[src/dec_skip_defs.svh]
/*
 * Constants for the decrement-and-skip execution block: opcode fields,
 * addressing limits, quarter-phase counts and reset values.
 * Assumes it is included by bare name from the execution module and the bench.
 */
`ifndef DEC_SKIP_DEFS_SVH
`define DEC_SKIP_DEFS_SVH

// ====================================================================
// opcode fields (bits 15:10 of the program word)
`define OPC_DEC_SKIP_IF_ZERO    6'h0b
`define OPC_DEC_SKIP_IF_NONZERO 6'h13
`define OPC_HI                  15
`define OPC_LO                  10
`define DEST_BIT                9
`define ACCESS_BIT              8

// ====================================================================
// addressing
`define INDEXED_LIMIT           8'h5f
`define ACCESS_SPLIT            8'h60
`define ACCESS_HIGH_BANK        4'hf
`define ACCESS_LOW_BANK         4'h0

// ====================================================================
// timing and reset values
`define QUARTERS_PER_CYCLE      3'h4
`define PC_STEP                 21'h000002
`define RESET_BYTE              8'h00

`endif

[src/dec_skip_pkg.sv]
/*
 * Types for the decrement-and-skip execution block.
 * Assumes dec_skip_defs.svh sits in the same folder.
 */
package dec_skip_pkg;

	typedef enum logic [3:0]
	{
		Q1 = 4'h1,
		Q2 = 4'h2,
		Q3 = 4'h4,
		Q4 = 4'h8
	} quarter_t;

	typedef enum logic [3:0]
	{
		ST_IDLE  = 4'h1,
		ST_EXEC  = 4'h2,
		ST_NOP1  = 4'h4,
		ST_NOP2  = 4'h8
	} exec_state_t;

endpackage

[src/dec_skip_exec.sv]
/*
 * Execution of the two decrement-and-skip instructions across four
 * quarter-phases, with operand addressing and skip no-operation cycles.
 * Assumes the core offers instruction word, prefetch word-count flag, a
 * one-cycle-latency-free file read port, bank select and extended mode.
 */
`include "dec_skip_defs.svh"
`timescale 1ns/1ps
`default_nettype none

// Overview of operation
// - an instruction takes one cycle without skip, two with skip, three if the skipped one has two words.
// - every extra skip cycle is four quarters of no operation, two such cycles for a two-word victim.
// - the not-zero variant decrements, writes the destination and skips only on a nonzero result.
// - a skip discards the prefetched instruction and runs a no-operation in its place.
// - the not-zero variant is decoded from opcode 0100 11 then d, a and an 8-bit file address.
// - with access bit one the operand lies in the bank named by the bank select register.
// - with access bit zero and extended mode off the operand lies in the access bank.
// - with extended mode on, access bit zero and address up to 5Fh the operand is indexed literal offset.
// - the zero variant with a nonzero result continues at the next word, two bytes on, with no added cycles.
// - destination bit zero writes the working register, one writes the file register back.
module dec_skip_exec
(
	// clock and reset
	input  wire logic        clk_in,
	input  wire logic        rst_in,
	// instruction issue
	input  wire logic        issue_in,
	input  wire logic [15:0] instr_in,
	input  wire logic [20:0] pc_in,
	input  wire logic        next_two_word_in,
	// addressing context
	input  wire logic [3:0]  bank_select_register_in,
	input  wire logic        ext_mode_in,
	input  wire logic [11:0] index_base_in,
	// file read data
	input  wire logic [7:0]  file_rdata_in,
	// file access
	output logic             file_rd_out,
	output logic [11:0]      file_addr_out,
	output logic             file_wr_out,
	output logic [7:0]       file_wdata_out,
	// working register write
	output logic             wreg_wr_out,
	output logic [7:0]       wreg_wdata_out,
	// pipeline control
	output logic             busy_out,
	output logic             nop_out,
	output logic             flush_out,
	output logic             done_out,
	output logic [20:0]      next_pc_out
);

	dec_skip_pkg::quarter_t      quarter;
	dec_skip_pkg::exec_state_t   st_r, st_nxt;
	logic        run, is_z, is_nz, hit, skip;
	logic        dest_r, dest_nxt, nz_r, nz_nxt, two_r, two_nxt;
	logic [11:0] addr_r, addr_nxt;
	logic [7:0]  res_r, res_nxt, wdata_r, wdata_nxt;
	logic [20:0] pc_r, pc_nxt, npc_r, npc_nxt;
	logic        rd_nxt, fwr_nxt, wwr_nxt, busy_nxt, nop_nxt, flush_nxt, done_nxt;
	logic        rd_r, fwr_r, wwr_r, busy_r, nop_r, flush_r, done_r;

	assign run   = (st_r != dec_skip_pkg::ST_IDLE);
	assign is_z  = (instr_in[`OPC_HI:`OPC_LO] == `OPC_DEC_SKIP_IF_ZERO);
	assign is_nz = (instr_in[`OPC_HI:`OPC_LO] == `OPC_DEC_SKIP_IF_NONZERO);
	assign hit   = issue_in && (st_r == dec_skip_pkg::ST_IDLE) && (is_z || is_nz);
	// skip sense: zero variant on zero, not-zero variant on nonzero
	assign skip  = nz_r ? (res_r != `RESET_BYTE) : (res_r == `RESET_BYTE);
	quarter_gen u_quarter
	(
		.clk_in      (clk_in),
		.rst_in      (rst_in),
		.run_in      (run),
		.quarter_out (quarter)
	);

	// ====================================================================
	// decode and operand addressing
	always_comb
	begin
		dest_nxt = dest_r;
		nz_nxt   = nz_r;
		two_nxt  = two_r;
		addr_nxt = addr_r;
		pc_nxt   = pc_r;
		if (hit)
		begin
			dest_nxt = instr_in[`DEST_BIT];
			nz_nxt   = is_nz;
			two_nxt  = next_two_word_in;
			pc_nxt   = pc_in;
			if (instr_in[`ACCESS_BIT])
				addr_nxt = {bank_select_register_in, instr_in[7:0]};
			else if (ext_mode_in && instr_in[7:0] <= `INDEXED_LIMIT)
				addr_nxt = index_base_in + {4'h0, instr_in[7:0]};
			else if (instr_in[7:0] < `ACCESS_SPLIT)
				addr_nxt = {`ACCESS_LOW_BANK, instr_in[7:0]};
			else
				addr_nxt = {`ACCESS_HIGH_BANK, instr_in[7:0]};
		end
	end
	always_ff @(posedge clk_in or posedge rst_in)
	begin
		if (rst_in)
		begin
			dest_r <= 1'b1;
			nz_r   <= 1'b0;
			two_r  <= 1'b0;
			addr_r <= 12'h000;
			pc_r   <= 21'h000000;
		end
		else
		begin
			dest_r <= dest_nxt;
			nz_r   <= nz_nxt;
			two_r  <= two_nxt;
			addr_r <= addr_nxt;
			pc_r   <= pc_nxt;
		end
	end

	// ====================================================================
	// sequencing over quarters and skip cycles
	always_comb
	begin
		st_nxt    = st_r;
		res_nxt   = res_r;
		rd_nxt    = 1'b0;
		fwr_nxt   = 1'b0;
		wwr_nxt   = 1'b0;
		wdata_nxt = wdata_r;
		busy_nxt  = run || hit;
		nop_nxt   = 1'b0;
		flush_nxt = 1'b0;
		done_nxt  = 1'b0;
		npc_nxt   = npc_r;
		case (st_r)
			dec_skip_pkg::ST_IDLE:
			begin
				if (hit)
					st_nxt = dec_skip_pkg::ST_EXEC;
			end
			dec_skip_pkg::ST_EXEC:
			begin
				case (quarter)
					dec_skip_pkg::Q1: rd_nxt = 1'b1;
					dec_skip_pkg::Q2: res_nxt = file_rdata_in - 8'h01;
					dec_skip_pkg::Q3:
					begin
						wdata_nxt = res_r;
						fwr_nxt   = dest_r;
						wwr_nxt   = !dest_r;
					end
					dec_skip_pkg::Q4:
					begin
						if (skip)
						begin
							flush_nxt = 1'b1;
							st_nxt    = dec_skip_pkg::ST_NOP1;
						end
						else
						begin
							npc_nxt  = pc_r + `PC_STEP;
							done_nxt = 1'b1;
							busy_nxt = 1'b0;
							st_nxt   = dec_skip_pkg::ST_IDLE;
						end
					end
					default: st_nxt = dec_skip_pkg::ST_IDLE;
				endcase
			end
			dec_skip_pkg::ST_NOP1, dec_skip_pkg::ST_NOP2:
			begin
				nop_nxt = 1'b1;
				if (quarter == dec_skip_pkg::Q4)
				begin
					nop_nxt = 1'b0;
					if (st_r == dec_skip_pkg::ST_NOP1 && two_r)
						st_nxt = dec_skip_pkg::ST_NOP2;
					else
					begin
						// skipped word count decides landing address
						npc_nxt  = pc_r + (two_r ? 21'h000006 : 21'h000004);
						done_nxt = 1'b1;
						busy_nxt = 1'b0;
						st_nxt   = dec_skip_pkg::ST_IDLE;
					end
				end
			end
			default: st_nxt = dec_skip_pkg::ST_IDLE;
		endcase
	end
	always_ff @(posedge clk_in or posedge rst_in)
	begin
		if (rst_in)
		begin
			st_r    <= dec_skip_pkg::ST_IDLE;
			res_r   <= `RESET_BYTE;
			rd_r    <= 1'b0;
			fwr_r   <= 1'b0;
			wwr_r   <= 1'b0;
			wdata_r <= `RESET_BYTE;
			busy_r  <= 1'b0;
			nop_r   <= 1'b0;
			flush_r <= 1'b0;
			done_r  <= 1'b0;
			npc_r   <= 21'h000000;
		end
		else
		begin
			st_r    <= st_nxt;
			res_r   <= res_nxt;
			rd_r    <= rd_nxt;
			fwr_r   <= fwr_nxt;
			wwr_r   <= wwr_nxt;
			wdata_r <= wdata_nxt;
			busy_r  <= busy_nxt;
			nop_r   <= nop_nxt;
			flush_r <= flush_nxt;
			done_r  <= done_nxt;
			npc_r   <= npc_nxt;
		end
	end
	assign file_rd_out    = rd_r;
	assign file_addr_out  = addr_r;
	assign file_wr_out    = fwr_r;
	assign file_wdata_out = wdata_r;
	assign wreg_wr_out    = wwr_r;
	assign wreg_wdata_out = wdata_r;
	assign busy_out       = busy_r;
	assign nop_out        = nop_r;
	assign flush_out      = flush_r;
	assign done_out       = done_r;
	assign next_pc_out    = npc_r;
endmodule

`default_nettype wire

[src/quarter_gen.sv]
/*
 * Quarter-phase sequencer: steps Q1..Q4 one per clock while running.
 * Assumes the caller holds run_in high for whole instruction cycles.
 */
`timescale 1ns/1ps
`default_nettype none

module quarter_gen
(
	// clock and reset
	input  wire logic                clk_in,
	input  wire logic                rst_in,
	// control
	input  wire logic                run_in,
	// phase
	output var  dec_skip_pkg::quarter_t quarter_out
);

	dec_skip_pkg::quarter_t q_r;
	dec_skip_pkg::quarter_t q_nxt;

	always_comb
	begin
		q_nxt = q_r;
		if (run_in)
		begin
			case (q_r)
				dec_skip_pkg::Q1: q_nxt = dec_skip_pkg::Q2;
				dec_skip_pkg::Q2: q_nxt = dec_skip_pkg::Q3;
				dec_skip_pkg::Q3: q_nxt = dec_skip_pkg::Q4;
				dec_skip_pkg::Q4: q_nxt = dec_skip_pkg::Q1;
				default:          q_nxt = dec_skip_pkg::Q1;
			endcase
		end
		else
			q_nxt = dec_skip_pkg::Q1;
	end

	always_ff @(posedge clk_in or posedge rst_in)
	begin
		if (rst_in)
			q_r <= dec_skip_pkg::Q1;
		else
			q_r <= q_nxt;
	end

	assign quarter_out = q_r;

endmodule

`default_nettype wire
[config.mk]
export PLATFORM = sky130hd
export DESIGN_NAME = dec_skip_exec
export DESIGN_NICKNAME = d
export VERILOG_FILES = /design/src/dec_skip_pkg.sv /design/src/dec_skip_exec.sv /design/src/quarter_gen.sv
export VERILOG_INCLUDE_DIRS = /design/src
export SDC_FILE = /design/constraint.sdc
export NUM_CORES = 1
export LEC_CHECK = 0
export ABC_AREA = 0
export BUFFER_PORTS_ARGS = -buffer_cell sky130_fd_sc_hd__buf_4
export CAP_MARGIN = 20
export CORE_MARGIN = 2
export CORE_UTILIZATION = 40
export CTS_CLUSTER_DIAMETER = 120
export DETAILED_ROUTE_END_ITERATION = 16
export PLACE_DENSITY = 0.73
export SETUP_SLACK_MARGIN = 0.1
export SKIP_CTS_REPAIR_TIMING = 1
export SLEW_MARGIN = 20
export SYNTH_ARGS = -nofsm -noshare
export SYNTH_HDL_FRONTEND = slang
export SYNTH_SLANG_ARGS = --single-unit
export TNS_END_PERCENT = 20
[constraint.sdc]
create_clock -name clk_in -period 6.2 [get_ports clk_in]
set_input_delay 0.62 -clock clk_in [delete_from_list [all_inputs] [get_ports clk_in]]
set_output_delay 0.62 -clock clk_in [all_outputs]
set_load 0.1 [all_outputs]
# After elaboration in Yosys (flattened, before gate mapping)
# Cells that the tools add are included.
# totals
reg_bits	88
out_inout_bits	56
input_bits	66
# classes
n_lt_le_gt_ge	2
mux	39
n_eq_ne	17
n_reduce_logical	16
add_sub_neg	4
# ops
op	n
2-to-1 mux 21 bit	4
one-hot mux 21 bit (2 select lines)	1
2-to-1 mux 12 bit	3
one-hot mux 4 bit (3 select lines)	2
adder 21 x 2 -> 21 bit, second input constant	1
adder 21 x 3 -> 21 bit	1
2-to-1 mux 1 bit	20
2-to-1 mux 4 bit	4
adder 12 x 8 -> 12 bit	1
inequality test 2 bit, second input constant	6
== test 4 x 1 -> 1 bit, second input constant	2
== test 4 x 2 -> 1 bit, second input constant	2
== test 4 x 3 -> 1 bit, second input constant	2
== test 4 bit, second input constant	2
less-or-equal comparator 8 x 7 -> 1 bit, second input constant	1
zero test 8 bit	1
< comparator 8 x 7 -> 1 bit, second input constant	1
one-hot mux 4 bit (2 select lines)	1
nonzero test 8 bit	1
subtractor 8 x 1 -> 8 bit, second input constant	1
== test 6 x 4 -> 1 bit, second input constant	1
== test 6 x 5 -> 1 bit, second input constant	1
AND reduction 5 bit	1
logical AND 1 bit	4
other kinds (11)	14

# Depth between registers and ports, before layout
# Gate-level depths: netlist of run 1.
# logic_depth
word_depth	7
mapped_depth	12

# By module
# From an unflattened synthesis of run 1, not the netlist that was laid out.
# hier_totals
hier_cells	446
area_unflattened_um2	4581.9
# by_module_without_submodules
module	instances	seq_area_each_um2	area_per_inst_um2	cells_per_inst
dec_skip_exec	1	2104.5	4410.5	433
quarter_gen	1	101.3	171.4	13

# Worst setup path after synthesis of run 1
# No wires, ideal clock.
# synth_timing
kind	register to register
start	reg st_r[2]
end	reg npc_r[15], in the netlist next_pc_out[15]
n_path_buf	1
slack_ns	3.666
t_arrival_ns	2.411
period_less_slack_ns	2.534
stages_incl_launch_ff	13
cell_sequence	dfrtp_1 -> buf_4 -> xnor2_1 -> nor3_1 -> nand2b_1 -> ha_1 -> fa_1 -> and4_1 -> nand4_1 -> nor2_1 -> nand3_1 -> xor2_1 -> a21oi_1
# synth_between
elab_chain_cells	4
# synth_rtl
element	line	rtl
start, declared	dec_skip_exec.sv:55	dec_skip_pkg::exec_state_t st_r, st_nxt;
start signal, assigned	dec_skip_exec.sv:198	st_r <= dec_skip_pkg::ST_IDLE;
start signal, assigned	dec_skip_exec.sv:212	st_r <= st_nxt;
== test 4 x 3 -> 1 bit or == test 4 bit (tied branches)	dec_skip_exec.sv:138, dec_skip_exec.sv:179	
OR reduction 2 bit or logical AND 1 bit (tied branches)	dec_skip_exec.sv:138, dec_skip_exec.sv:179	
inequality test 2 bit (no source line) or nonzero test 2 bit (tied branches)	-	
AND reduction 5 bit (no source line)	-	
end signal, assigned	dec_skip_exec.sv:222	npc_r <= npc_nxt;
end, declared	dec_skip_exec.sv:60	logic [20:0] pc_r, pc_nxt, npc_r, npc_nxt;
# Parallel ways exist; a longest one is shown, timed or not.
# A chain may end at the register's enable or synchronous reset.

# Worst setup path after layout of run 1
# layout_timing
start	reg st_r[2]
end	reg npc_r[19], in the netlist next_pc_out[19]
# Same word-level chain as after synthesis.

==> results of run 1 <==
==> state kept, by name (all words and copies together) (netlist names) <==
register,count
file_rd_out,1
u_quarter.quarter_out,4
res_r,8
two_r,1
pc_r,21
wreg_wr_out,1
file_wdata_out,8
nz_r,1
nop_out,1
file_addr_out,12
busy_out,1
file_wr_out,1
st_r,4
flush_out,1
next_pc_out,21
dest_r,1
done_out,1
==> worst paths after layout <==
path	cells after the start	slack [ns]	end
setup / recovery	11	3.28	next_pc_out[19]
hold / removal	2	0.47	res_r[0]
setup reg to reg	11	3.28	next_pc_out[19]
hold reg to reg	2	0.48	pc_r[0]
max in group asynchronous	3	5.15	next_pc_out[1]
min in group asynchronous	3	0.48	file_addr_out[2]
==> metal layers <==
metal	vias up	track usage
li1	1860	-
met1	1774	0.216
met2	85	0.277
met3	10	0.0323
met4	0	0.0583
met5	-	0
==> area by class of cell <==
cell class | count | area (µm²) | share of cell area
inverter | 13 | 50.0 | 0.00861
sequential | 88 | 2210 | 0.380
multi-input combinational | 357 | 2150 | 0.370
timing repair buffer | 123 | 927 | 0.160
tap | 143 | 179 | 0.0308
clock inverter | 5 | 57.6 | 0.00990
clock buffer | 11 | 243 | 0.0418
==> through the flow <==
step	util	hold WS (ns)	total power [mW]	instances	instance area, µm²
2_1_floorplan	-	0.433	1.46	484	4560
3_3_place_gp	0.489	0.445	1.64	724	5510
3_5_place_dp	0.489	0.455	1.66	724	5510
4_1_cts	0.515	0.465	2.20	740	5810
5_1_grt	0.516	0.466	2.30	740	5810
6_report	0.516	0.475	2.19	740	5810
==> power breakdown <==
| part | switching (mW) | internal, mW | leakage, nW |
|---|---|---|---|
| Combinational | 0.584 | 0.226 | 1.58 |
| Clock | 0.217 | 0.323 | 0.149 |
| Sequential | 0.127 | 0.709 | 1.16 |
| Total | 0.928 | 1.26 | 2.89 |
==> worst max-delay path, cell delays in order (launching register included) <==
cell                       delay [ns]
sky130_fd_sc_hd__dfrtp_1         0.49
sky130_fd_sc_hd__xnor2_1         0.20
sky130_fd_sc_hd__nor3_1          0.43
sky130_fd_sc_hd__nand2b_1        0.11
sky130_fd_sc_hd__ha_1            0.23
sky130_fd_sc_hd__fa_1            0.42
sky130_fd_sc_hd__and4_1          0.20
sky130_fd_sc_hd__nand4_1         0.16
sky130_fd_sc_hd__nor2_1          0.13
sky130_fd_sc_hd__nand2_1         0.10
sky130_fd_sc_hd__xor2_1          0.20
sky130_fd_sc_hd__a21oi_1         0.10
==> placed cells by master, fill, tap and decap left out, types with 4 or more instances in the layout <==
master	synthesis	layout
sky130_fd_sc_hd__nor3_1	7	7
sky130_fd_sc_hd__nand3_1	8	8
sky130_fd_sc_hd__nor2_1	46	46
sky130_fd_sc_hd__and4_1	4	4
sky130_fd_sc_hd__inv_1	13	12
sky130_fd_sc_hd__xor2_1	17	17
sky130_fd_sc_hd__a21oi_1	36	36
sky130_fd_sc_hd__mux2_2	11	11
sky130_fd_sc_hd__ha_1	11	11
sky130_fd_sc_hd__clkbuf_16	0	9
sky130_fd_sc_hd__nor2b_1	5	5
sky130_fd_sc_hd__o21ai_0	26	26
sky130_fd_sc_hd__nand4_1	7	7
sky130_fd_sc_hd__dfrtp_1	85	85
sky130_fd_sc_hd__buf_4	11	122
sky130_fd_sc_hd__xnor2_1	15	15
sky130_fd_sc_hd__o21a_1	4	4
sky130_fd_sc_hd__nand2_1	106	106
==> logic make-up after synthesis <==
logic type / Yosys count
AND/OR/NAND/NOR: 212
flip-flops: 88
AO/OA/AOI/OAI: 86
buffers and inverters: 39
XOR/XNOR: 32
multiplexers: 14
adder cells (fa/ha/maj): 13
==> reports/summary.json, run 1 <==
{
  "pwr": {
    "power.leakage_nw": 2.89,
    "vdd_drop_max_v": 0.000297,
    "power_density_nw_per_um2": 376
  },
  "yosys": {
    "synth_nets": 563,
    "post_synthesis_cell_type_count": 55,
    "fraction_of_registers_with_async_set_or_reset_after_synthesis": 1.00,
    "share_of_synthesized_area_spent_on_multiplexers": 0.0337,
    "ys_seq_area_frac": 0.483,
    "synth_top_family_by_area": "simple AND/OR/NAND/NOR gates",
    "netlist_area_um2": 4560,
    "synth.top_cells.by_area": "sky130_fd_sc_hd__dfrtp_1, sky130_fd_sc_hd__nand2_1, sky130_fd_sc_hd__a21oi_1",
    "synth_most_common_cell": "sky130_fd_sc_hd__nand2_1",
    "synth.avg_cell_area_um2": 9.43,
    "synthFlopType": "sky130_fd_sc_hd__dfrtp_1",
    "synthesis.instances": 484,
    "synth_simple_gate_area_share": 0.226,
    "ys_warn_count": 0,
    "synth-compound-area-share": 0.111,
    "area_leader_netlist": "sky130_fd_sc_hd__dfrtp_1",
    "synth.top_cell.area_share": 0.466,
    "synth.cells.most_frequent": "sky130_fd_sc_hd__nand2_1, sky130_fd_sc_hd__dfrtp_1, sky130_fd_sc_hd__nor2_1",
    "synth-edff-count": 0,
    "synth_xor_xnor_area_share": 0.0614,
    "yosys_register_bits": 88,
    "synthesized_area_fraction_occupied_by_adder_cells": 0.0389
  },
  "global_route": {
    "track_usage": 0.166,
    "grt_start_max_net_pins": 89,
    "grt_overflow_total": 0,
    "number_of_global_route_vias_before_repair": 3681,
    "grt_pass1_wl_um": 16800,
    "initial_antenna_violation_count": 0
  },
  "sta": {
    "relSlewSlack": 0.361,
    "worstMarginPinSlew_ns": 0.958,
    "hold_viol_final": 0,
    "setup_ws_ns": 3.28,
    "final-setup-viol-count": 0,
    "rsz_0062_raised_after_global_routing": "no",
    "clock-skew-final_ns": 0.00945,
    "finalMaxSlewViolations": 0,
    "fmaxAchievable_ghz": 0.343,
    "layout_worst_path_cycle_share": 0.471,
    "fin_crit_ns": 2.92,
    "tns_ns": 0
  },
  "cells_and_area": {
    "num-fill-cells": 1057,
    "layout-drive-gt1-share": 0.275,
    "antennaDiodeCount": 0,
    "finish.net_count": 671,
    "flow.area_growth_from_synthesis_pct": 27.3
  },
  "worst_setup_path": {
    "crit_path_end_kind": "register",
    "cp_max_fo": 8,
    "critical_path.reg2reg.startpoint": "st_r[2]",
    "critPathRequiredTime_ns": 6.37,
    "path_class": "reg2reg",
    "worstPathArrival_ns": 3.09,
    "setup.worst_path.start_class": "register",
    "timing.critical_path.from": "st_r[2]"
  },
  "floorplanning": {
    "design.die.area_um2": 12300,
    "die_h_um": 111,
    "fp.dieW_um": 111,
    "number_of_ports_placed_on_the_die_boundary": 122,
    "row_count": 39,
    "initial_core_utilization": 0.405,
    "placeable_core_region_um2": 11300
  },
  "hold_path": {
    "min_path_type": "in2reg",
    "hold_start": "file_rdata_in[0]"
  },
  "drt": {
    "drt.antenna.violating_nets": 0,
    "met1_length_um": 4610,
    "route.detailed.vias_per_inst": 5.04,
    "totalWireLength_um": 10100,
    "avgRoutedWirePerCell_um": 13.6,
    "number_of_drc_markers_in_iteration_0": 148,
    "highest-signal-layer": "met4",
    "drtPass1Iterations": 5,
    "drc": 0,
    "dr_wl_met2_um": 4930,
    "dr_wl_met3_um": 409,
    "route.vias.total": 3729
  },
  "cts": {
    "cts.sink_count": 88,
    "clk-insertion-delay-late_ns": 0.34,
    "clockBufferDepth": 2,
    "tritoncts": "yes",
    "h_tree_depth_reported_by_cts": 3,
    "cts_buffers": 9,
    "clk_transition_reported_paths_ns": 0.06,
    "cts.root.buffer_cell": "sky130_fd_sc_hd__clkbuf_16"
  },
  "placed_design": {
    "place.gp.congestion": 0.892,
    "place_ws_ns": 3.36,
    "io_buffers": 121,
    "detailedPlacementHpwl_um": 7430
  },
  "job": {
    "cap_violations": 0
  },
  "outcome": {
    "outcome": "finished clean"
  }
}
Power figures use the tool's default switching activity.
==> run 2: changes to the inputs <==
- PLACE_DENSITY: 0.73 -> 0.76
- clock period: 6.2 -> 2.6 ns (I/O delays scaled with it)
==> run 2 against run 1 <==
Against the previous run: critical path depth unchanged; die area is the same; worst hold slack lost 0.44 ns; clock skew is 0.0032 ns lower; total power is 140% higher; cell area up 2.8%; fmax increased by 23%; combinational power rose by 140%; utilization rose by 1.5 points; final cell count grew 1.6%; via count rose by 1.2%; highest routed layer unchanged.
==> reports/summary.json, run 2 (synthesis gave the netlist of run 1 again) <==
{
  "floorplanning": {
    "row_count": {"value": 39, "change": "unchanged"},
    "die_h": {"value": 111, "unit": "µm", "change": "unchanged"},
    "design.die.area": {"value": 12300, "unit": "µm²", "change": "unchanged"},
    "fp.dieW": {"value": 111, "unit": "µm", "change": "unchanged"},
    "number_of_ports_placed_on_the_die_boundary": {"value": 122, "change": "unchanged"},
    "initial_core_utilization": {"value": 0.405, "change": "unchanged"},
    "placeable_core_region": {"value": 11300, "unit": "µm²", "change": "unchanged"}
  },
  "worst_setup_path": {
    "cp_max_fo": {"value": 4, "change": "was 8"},
    "timing.critical_path.cells": {"value": "xnor2_2 > nor3_2 > nand2b_1 > ha_1 > fa_2 > and4_1 > nand4_1 > nor2_4 > nand3_1 > xor2_1 > a21oi_1", "change": "was xnor2_1 > nor3_1 > nand2b_1 > ha_1 > fa_1 > and4_1 > nand4_1 > nor2_1 > nand2_1 > xor2_1 > a21oi_1"},
    "top_delay_family_on_crit_path": {"value": "simple AND/OR/NAND/NOR gates", "change": "unchanged"},
    "cp.buffers_inverters": {"value": 0, "change": "unchanged"},
    "worstReg2RegEnd": {"value": "next_pc_out[15]", "change": "was next_pc_out[19]"},
    "path_class": {"value": "reg2reg", "change": "unchanged"},
    "critical_path.reg2reg.startpoint": {"value": "st_r[3]", "change": "was st_r[2]"},
    "worstPathArrival": {"value": 2.62, "unit": "ns", "change": "was 3.09 ns"},
    "setup.worst_path.start_class": {"value": "register", "change": "unchanged"},
    "cp_slowest_stage_delay": {"value": 0.41, "unit": "ns", "change": "was 0.49 ns"},
    "critPathRequiredTime": {"value": 2.86, "unit": "ns", "change": "was 6.37 ns"},
    "r2r.worst_path.cells": {"value": 11, "change": "unchanged"},
    "r2r_slack": {"value": 0.23, "unit": "ns", "change": "was 3.28 ns"},
    "timing.critical_path.slowest_stage_cell": {"value": "sky130_fd_sc_hd__dfrtp_1", "change": "unchanged"},
    "crit_path_end_kind": {"value": "register", "change": "unchanged"}
  },
  "cells_and_area": {
    "num-fill-cells": {"value": 1032, "change": "was 1057"},
    "finish.net_count": {"value": 683, "change": "was 671"},
    "antennaDiodeCount": {"value": 0, "change": "unchanged"},
    "most-common-layout-cells": {"value": "sky130_fd_sc_hd__buf_4, sky130_fd_sc_hd__nand2_1, sky130_fd_sc_hd__dfrtp_1", "change": "unchanged"},
    "mostFrequentLayoutCell": {"value": "sky130_fd_sc_hd__buf_4", "change": "unchanged"},
    "flow.area_growth_from_synthesis": {"value": 30.9, "unit": "%", "change": "was 27.3%"},
    "layout-drive-gt1-share": {"value": 0.296, "change": "was 0.275"}
  },
  "drt": {
    "totalWireLength": {"value": 10700, "unit": "µm", "change": "was 10100 µm"},
    "drt.antenna.violating_nets": {"value": 0, "change": "unchanged"},
    "drtPass1Iterations": {"value": 4, "change": "was 5"},
    "avgRoutedWirePerCell": {"value": 14.2, "unit": "µm", "change": "was 13.6 µm"},
    "drc": {"value": 0, "change": "unchanged"},
    "number_of_drc_markers_in_iteration_0": {"value": 184, "change": "was 148"},
    "route.detailed.vias_per_inst": {"value": 5.02, "change": "was 5.04"},
    "route.vias.total": {"value": 3775, "change": "was 3729"}
  },
  "cts": {
    "cts_buffers": {"value": 9, "change": "unchanged"},
    "tritoncts": {"value": "yes", "change": "unchanged"},
    "clockBufferDepth": {"value": 2, "change": "unchanged"},
    "clk_transition_reported_paths": {"value": 0.06, "unit": "ns", "change": "about the same"},
    "clk-insertion-delay-late": {"value": 0.33, "unit": "ns", "change": "was 0.34 ns"},
    "cts.root.buffer_cell": {"value": "sky130_fd_sc_hd__clkbuf_16", "change": "unchanged"},
    "h_tree_depth_reported_by_cts": {"value": 3, "change": "unchanged"},
    "cts.sink_count": {"value": 88, "change": "unchanged"}
  },
  "sta": {
    "relSlewSlack": {"value": 0.627, "change": "was 0.361"},
    "timing.hold.ws": {"value": 0.0302, "unit": "ns", "change": "was 0.475 ns"},
    "worstMarginPinSlew": {"value": 0.557, "unit": "ns", "change": "was 0.958 ns"},
    "rsz_0062_raised_after_global_routing": {"value": "yes", "change": "was no"},
    "finalMaxSlewViolations": {"value": 0, "change": "unchanged"},
    "final-setup-viol-count": {"value": 0, "change": "unchanged"},
    "fmaxAchievable": {"value": 0.423, "unit": "GHz", "change": "was 0.343 GHz"},
    "hold_viol_final": {"value": 0, "change": "unchanged"},
    "fin_crit": {"value": 2.37, "unit": "ns", "change": "was 2.92 ns"},
    "layout_worst_path_cycle_share": {"value": 0.910, "change": "was 0.471"},
    "tns": {"value": 0, "unit": "ns", "change": "unchanged"},
    "clock-skew-final": {"value": 0.00623, "unit": "ns", "change": "was 0.00945 ns"}
  },
  "job": {
    "cap_violations": {"value": 0, "change": "unchanged"}
  },
  "pwr": {
    "vdd_drop_max": {"value": 0.000835, "unit": "V", "change": "was 0.000297 V"},
    "power.leakage": {"value": 2.96, "unit": "nW", "change": "was 2.89 nW"},
    "power_density": {"value": 892, "unit": "nW/µm²", "change": "was 376 nW/µm²"}
  },
  "global_route": {
    "initial_antenna_violation_count": {"value": 0, "change": "unchanged"},
    "grt_start_max_net_pins": {"value": 89, "change": "unchanged"},
    "grt_pass1_wl": {"value": 18100, "unit": "µm", "change": "was 16800 µm"},
    "track_usage": {"value": 0.179, "change": "was 0.166"},
    "number_of_global_route_vias_before_repair": {"value": 3796, "change": "was 3681"},
    "grt_overflow_total": {"value": 0, "change": "unchanged"}
  },
  "placed_design": {
    "place.gp.congestion": {"value": 0.873, "change": "was 0.892"},
    "io_buffers": {"value": 121, "change": "unchanged"},
    "detailedPlacementHpwl": {"value": 8050, "unit": "µm", "change": "was 7430 µm"}
  },
  "hold_path": {
    "min_path_type": {"value": "in2async", "change": "was in2reg"}
  },
  "outcome": {
    "outcome": {"value": "finished clean", "change": "unchanged"}
  }
}
run 2: stage by stage:
stage	area, µm²	utilization	power (mW)	std cells	setup WS (ns)
after floorplan	4570	-	3.48	484	0.198
after global placement	5620	0.499	3.92	735	0.249
after detailed placement	5620	0.499	3.98	735	0.121
after CTS	5950	0.527	5.38	751	0.0829
after global routing	5980	0.530	5.60	752	0.0748
final	5980	0.530	5.33	752	0.234
run 2: routing by layer:
layer	wire, µm	vias to the layer above	GRT usage
met4	84	0	0.0492
met1	4580	1788	0.232
met2	5520	94	0.308
li1	-	1886	-
met3	497	7	0.0334
met5	0	-	0
run 2: how the worst max path moves through the flow:
stage / from / depth (start not counted) / end / slack, ns
floorplan: st_r[2] / 12 / next_pc_out[15] / 0.20
global placement: st_r[3] / 11 / next_pc_out[17] / 0.25
detailed placement: st_r[3] / 11 / next_pc_out[15] / 0.12
CTS: st_r[3] / 11 / next_pc_out[15] / 0.08
global route: st_r[3] / 11 / next_pc_out[15] / 0.07
finish: st_r[3] / 11 / next_pc_out[15] / 0.23
run 2: cell type report:
| class | count | area (µm²) | share of cell area |
|---|---|---|---|
| repair buffers | 135 | 1040 | 0.174 |
| clock buffers | 12 | 246 | 0.0412 |
| multi-input cells | 357 | 2180 | 0.364 |
| inverters | 13 | 52.6 | 0.00879 |
| flip-flops and latches | 88 | 2210 | 0.369 |
| well taps | 143 | 179 | 0.0299 |
| clock inverters | 4 | 76.3 | 0.0128 |
run 2: power by group:
group | total [mW] | switching, mW | internal [mW]
clock | 1.39 | 0.516 | 0.873
combinational | 1.96 | 1.41 | 0.554
sequential | 1.99 | 0.294 | 1.69
total | 5.33 | 2.21 | 3.12
run 2: tightest hold or removal path, cell delays in order:
cell	delay, ns
sky130_fd_sc_hd__buf_4	0.12
sky130_fd_sc_hd__clkinvlp_4	0.07
sky130_fd_sc_hd__buf_12	0.35
==> run 3: changes to the inputs <==
- CORE_UTILIZATION: 40 -> 48
- GPL_TIMING_DRIVEN: not set -> 0
- PLACE_DENSITY: 0.76 -> 0.87
==> run 3 against run 2 <==
Against the previous run: the run now ends with negative hold slack left; global-route usage up 2.9 points; combinational power up 3%; clock power down 30%; die area down 16%; clock skew up 0.0043 ns; via count up 4.1%; sequential share of layout area down 0.19 points; total power down 6.7%; critical endpoint unchanged; highest routed layer unchanged.
==> reports/summary.json, run 3 (synthesis gave the netlist of run 1 again) <==
{
  "outcome": {
    "outcome": {"value": "finished, violations left", "change": "was finished clean"},
    "failed_checks": "negative hold slack"
  },
  "pwr": {
    "power.leakage": {"value": 3.00, "unit": "nW", "change": "was 2.96 nW"},
    "vdd_drop_max": {"value": 0.00106, "unit": "V", "change": "was 0.000835 V"},
    "power_density": {"value": 828, "unit": "nW/µm²", "change": "was 892 nW/µm²"}
  },
  "drt": {
    "number_of_drc_markers_in_iteration_0": {"value": 160, "change": "was 184"},
    "totalWireLength": {"value": 10600, "unit": "µm", "change": "was 10700 µm"},
    "avgRoutedWirePerCell": {"value": 14.0, "unit": "µm", "change": "was 14.2 µm"},
    "route.vias.total": {"value": 3930, "change": "was 3775"},
    "drtPass1Iterations": {"value": 4, "change": "unchanged"},
    "route.detailed.vias_per_inst": {"value": 5.18, "change": "was 5.02"},
    "drc": {"value": 0, "change": "unchanged"},
    "drt.antenna.violating_nets": {"value": 0, "change": "unchanged"}
  },
  "worst_setup_path": {
    "crit_path_end_kind": {"value": "register", "change": "unchanged"},
    "worstPathArrival": {"value": 2.74, "unit": "ns", "change": "was 2.62 ns"},
    "setup.worst_path.start_class": {"value": "register", "change": "unchanged"},
    "cp_max_fo": {"value": 4, "change": "unchanged"},
    "critPathRequiredTime": {"value": 2.84, "unit": "ns", "change": "was 2.86 ns"},
    "path_class": {"value": "reg2reg", "change": "unchanged"},
    "r2r_slack": {"value": 0.09, "unit": "ns", "change": "was 0.23 ns"}
  },
  "cts": {
    "cts_buffers": {"value": 9, "change": "unchanged"},
    "cts.root.buffer_cell": {"value": "sky130_fd_sc_hd__clkbuf_8", "change": "was sky130_fd_sc_hd__clkbuf_16"},
    "cts.sink_count": {"value": 88, "change": "unchanged"},
    "clk_transition_reported_paths": {"value": 0.09, "unit": "ns", "change": "was 0.06 ns"},
    "clk-insertion-delay-late": {"value": 0.35, "unit": "ns", "change": "was 0.33 ns"},
    "clockBufferDepth": {"value": 2, "change": "unchanged"},
    "h_tree_depth_reported_by_cts": {"value": 3, "change": "unchanged"},
    "tritoncts": {"value": "yes", "change": "unchanged"}
  },
  "global_route": {
    "initial_antenna_violation_count": {"value": 0, "change": "unchanged"},
    "groute.layer.met1.usage": {"value": 0.261, "change": "was 0.232"},
    "track_usage": {"value": 0.208, "change": "was 0.179"},
    "grt_pass1_wl": {"value": 17000, "unit": "µm", "change": "was 18100 µm"},
    "number_of_global_route_vias_before_repair": {"value": 3744, "change": "was 3796"},
    "gr-usage-met2": {"value": 0.350, "change": "was 0.308"},
    "gr-usage-met3": {"value": 0.0366, "change": "was 0.0334"},
    "globalRoute.busiestLayer": {"value": "met2", "change": "unchanged"},
    "grt_overflow_total": {"value": 0, "change": "unchanged"},
    "grt_start_max_net_pins": {"value": 36, "change": "was 89"}
  },
  "cells_and_area": {
    "fin_util": {"value": 0.650, "change": "was 0.530"},
    "num-fill-cells": {"value": 723, "change": "was 1032"},
    "layout-drive-gt1-share": {"value": 0.314, "change": "was 0.296"},
    "finish.net_count": {"value": 704, "change": "was 683"},
    "most-common-layout-cells": {"value": "sky130_fd_sc_hd__buf_4, sky130_fd_sc_hd__nand2_1, sky130_fd_sc_hd__dfrtp_1", "change": "unchanged"},
    "fin_area": {"value": 6010, "unit": "µm²", "change": "was 5980 µm²"},
    "flow.area_growth_from_synthesis": {"value": 31.6, "unit": "%", "change": "was 30.9%"},
    "mostFrequentLayoutCell": {"value": "sky130_fd_sc_hd__buf_4", "change": "unchanged"},
    "antennaDiodeCount": {"value": 0, "change": "unchanged"}
  },
  "floorplanning": {
    "design.die.area": {"value": 10300, "unit": "µm²", "change": "was 12300 µm²"},
    "row_count": {"value": 35, "change": "was 39"},
    "fp.dieW": {"value": 102, "unit": "µm", "change": "was 111 µm"},
    "placeable_core_region": {"value": 9240, "unit": "µm²", "change": "was 11300 µm²"},
    "number_of_ports_placed_on_the_die_boundary": {"value": 122, "change": "unchanged"},
    "initial_core_utilization": {"value": 0.494, "change": "was 0.405"},
    "die_h": {"value": 102, "unit": "µm", "change": "was 111 µm"}
  },
  "sta": {
    "finalMaxSlewViolations": {"value": 0, "change": "unchanged"},
    "hold_viol_final": {"value": 26, "change": "was 0"},
    "final-setup-viol-count": {"value": 0, "change": "unchanged"},
    "fmaxAchievable": {"value": 0.399, "unit": "GHz", "change": "was 0.423 GHz"},
    "clock-skew-final": {"value": 0.0105, "unit": "ns", "change": "was 0.00623 ns"},
    "relSlewSlack": {"value": 0.606, "change": "was 0.627"},
    "layout_worst_path_cycle_share": {"value": 0.964, "change": "was 0.910"},
    "fin_crit": {"value": 2.51, "unit": "ns", "change": "was 2.37 ns"},
    "rsz_0062_raised_after_global_routing": {"value": "yes", "change": "unchanged"},
    "worstMarginPinSlew": {"value": 0.590, "unit": "ns", "change": "was 0.557 ns"},
    "timing.hold.ws": {"value": -0.0316, "unit": "ns", "change": "was 0.0302 ns"}
  },
  "placed_design": {
    "place.gp.congestion": {"value": 0.885, "change": "was 0.873"},
    "placed_area": {"value": 5680, "unit": "µm²", "change": "was 5620 µm²"},
    "io_buffers": {"value": 121, "change": "unchanged"},
    "detailedPlacementHpwl": {"value": 8030, "unit": "µm", "change": "was 8050 µm"}
  },
  "hold_path": {
    "min_path_type": {"value": "in2async", "change": "unchanged"}
  },
  "job": {
    "cap_violations": {"value": 0, "change": "unchanged"}
  }
}
[run 3: power by group]
| part | total [mW] | internal [mW] | switching, mW | leakage, nW |
|---|---|---|---|---|
| combinational | 2.01 | 0.588 | 1.43 | 1.74 |
| sequential | 1.99 | 1.69 | 0.300 | 1.16 |
| clock | 0.972 | 0.499 | 0.473 | 0.103 |
| total | 4.97 | 2.77 | 2.20 | 3.00 |
[run 3: worst paths after layout]
path / start / endpoint / cells after the start
setup / recovery: st_r[2] / next_pc_out[15] / 12
hold / removal: rst_in / file_addr_out[1] / 2
setup reg to reg: st_r[2] / next_pc_out[15] / 12
hold reg to reg: pc_r[0] / pc_r[0] / 2
max in group asynchronous: rst_in / u_quarter.quarter_out[0] / 4
min in group clk_in: file_rdata_in[0] / res_r[0] / 2
[run 3: area by class of cell]
cell class              count  area (µm²)  share of cell area
clock inverters             4        51.3             0.00854
well taps                 129         161              0.0269
repair buffers            130        1000               0.167
flip-flops and latches     88        2210               0.367
clock buffers              12         155              0.0258
multi-input cells         357        2220               0.369
plain buffers              26         164              0.0273
inverters                  13        52.6             0.00875
[run 3: through the flow]
step | worst slack, ns | cells | total power [mW] | TNS, ns
finish | 0.0945 | 759 | 4.97 | 0
global route | -0.0320 | 759 | 5.23 | -0.0776
CTS | -0.135 | 752 | 4.97 | -0.284
detailed placement | -0.110 | 736 | 4.00 | -0.192
global placement | -0.0259 | 734 | 3.92 | -0.0405
floorplan | 0.198 | 484 | 3.48 | 0
[run 3: routing by layer]
metal	vias up	wire, µm
li1	1924	-
met1	1840	4450
met2	137	5290
met3	29	521
met4	0	327
met5	-	0
[run 3: worst max-delay path, stage by stage, from the launching register on]
cell	delay, ns
sky130_fd_sc_hd__dfrtp_1	0.38
sky130_fd_sc_hd__buf_6	0.13
sky130_fd_sc_hd__xnor2_4	0.15
sky130_fd_sc_hd__nor3_4	0.27
sky130_fd_sc_hd__nand2b_1	0.10
sky130_fd_sc_hd__ha_2	0.20
sky130_fd_sc_hd__fa_2	0.41
sky130_fd_sc_hd__and4_4	0.17
sky130_fd_sc_hd__nand4_1	0.19
sky130_fd_sc_hd__nor2_4	0.07
sky130_fd_sc_hd__nand3_2	0.07
sky130_fd_sc_hd__xor2_1	0.17
sky130_fd_sc_hd__a21oi_1	0.09
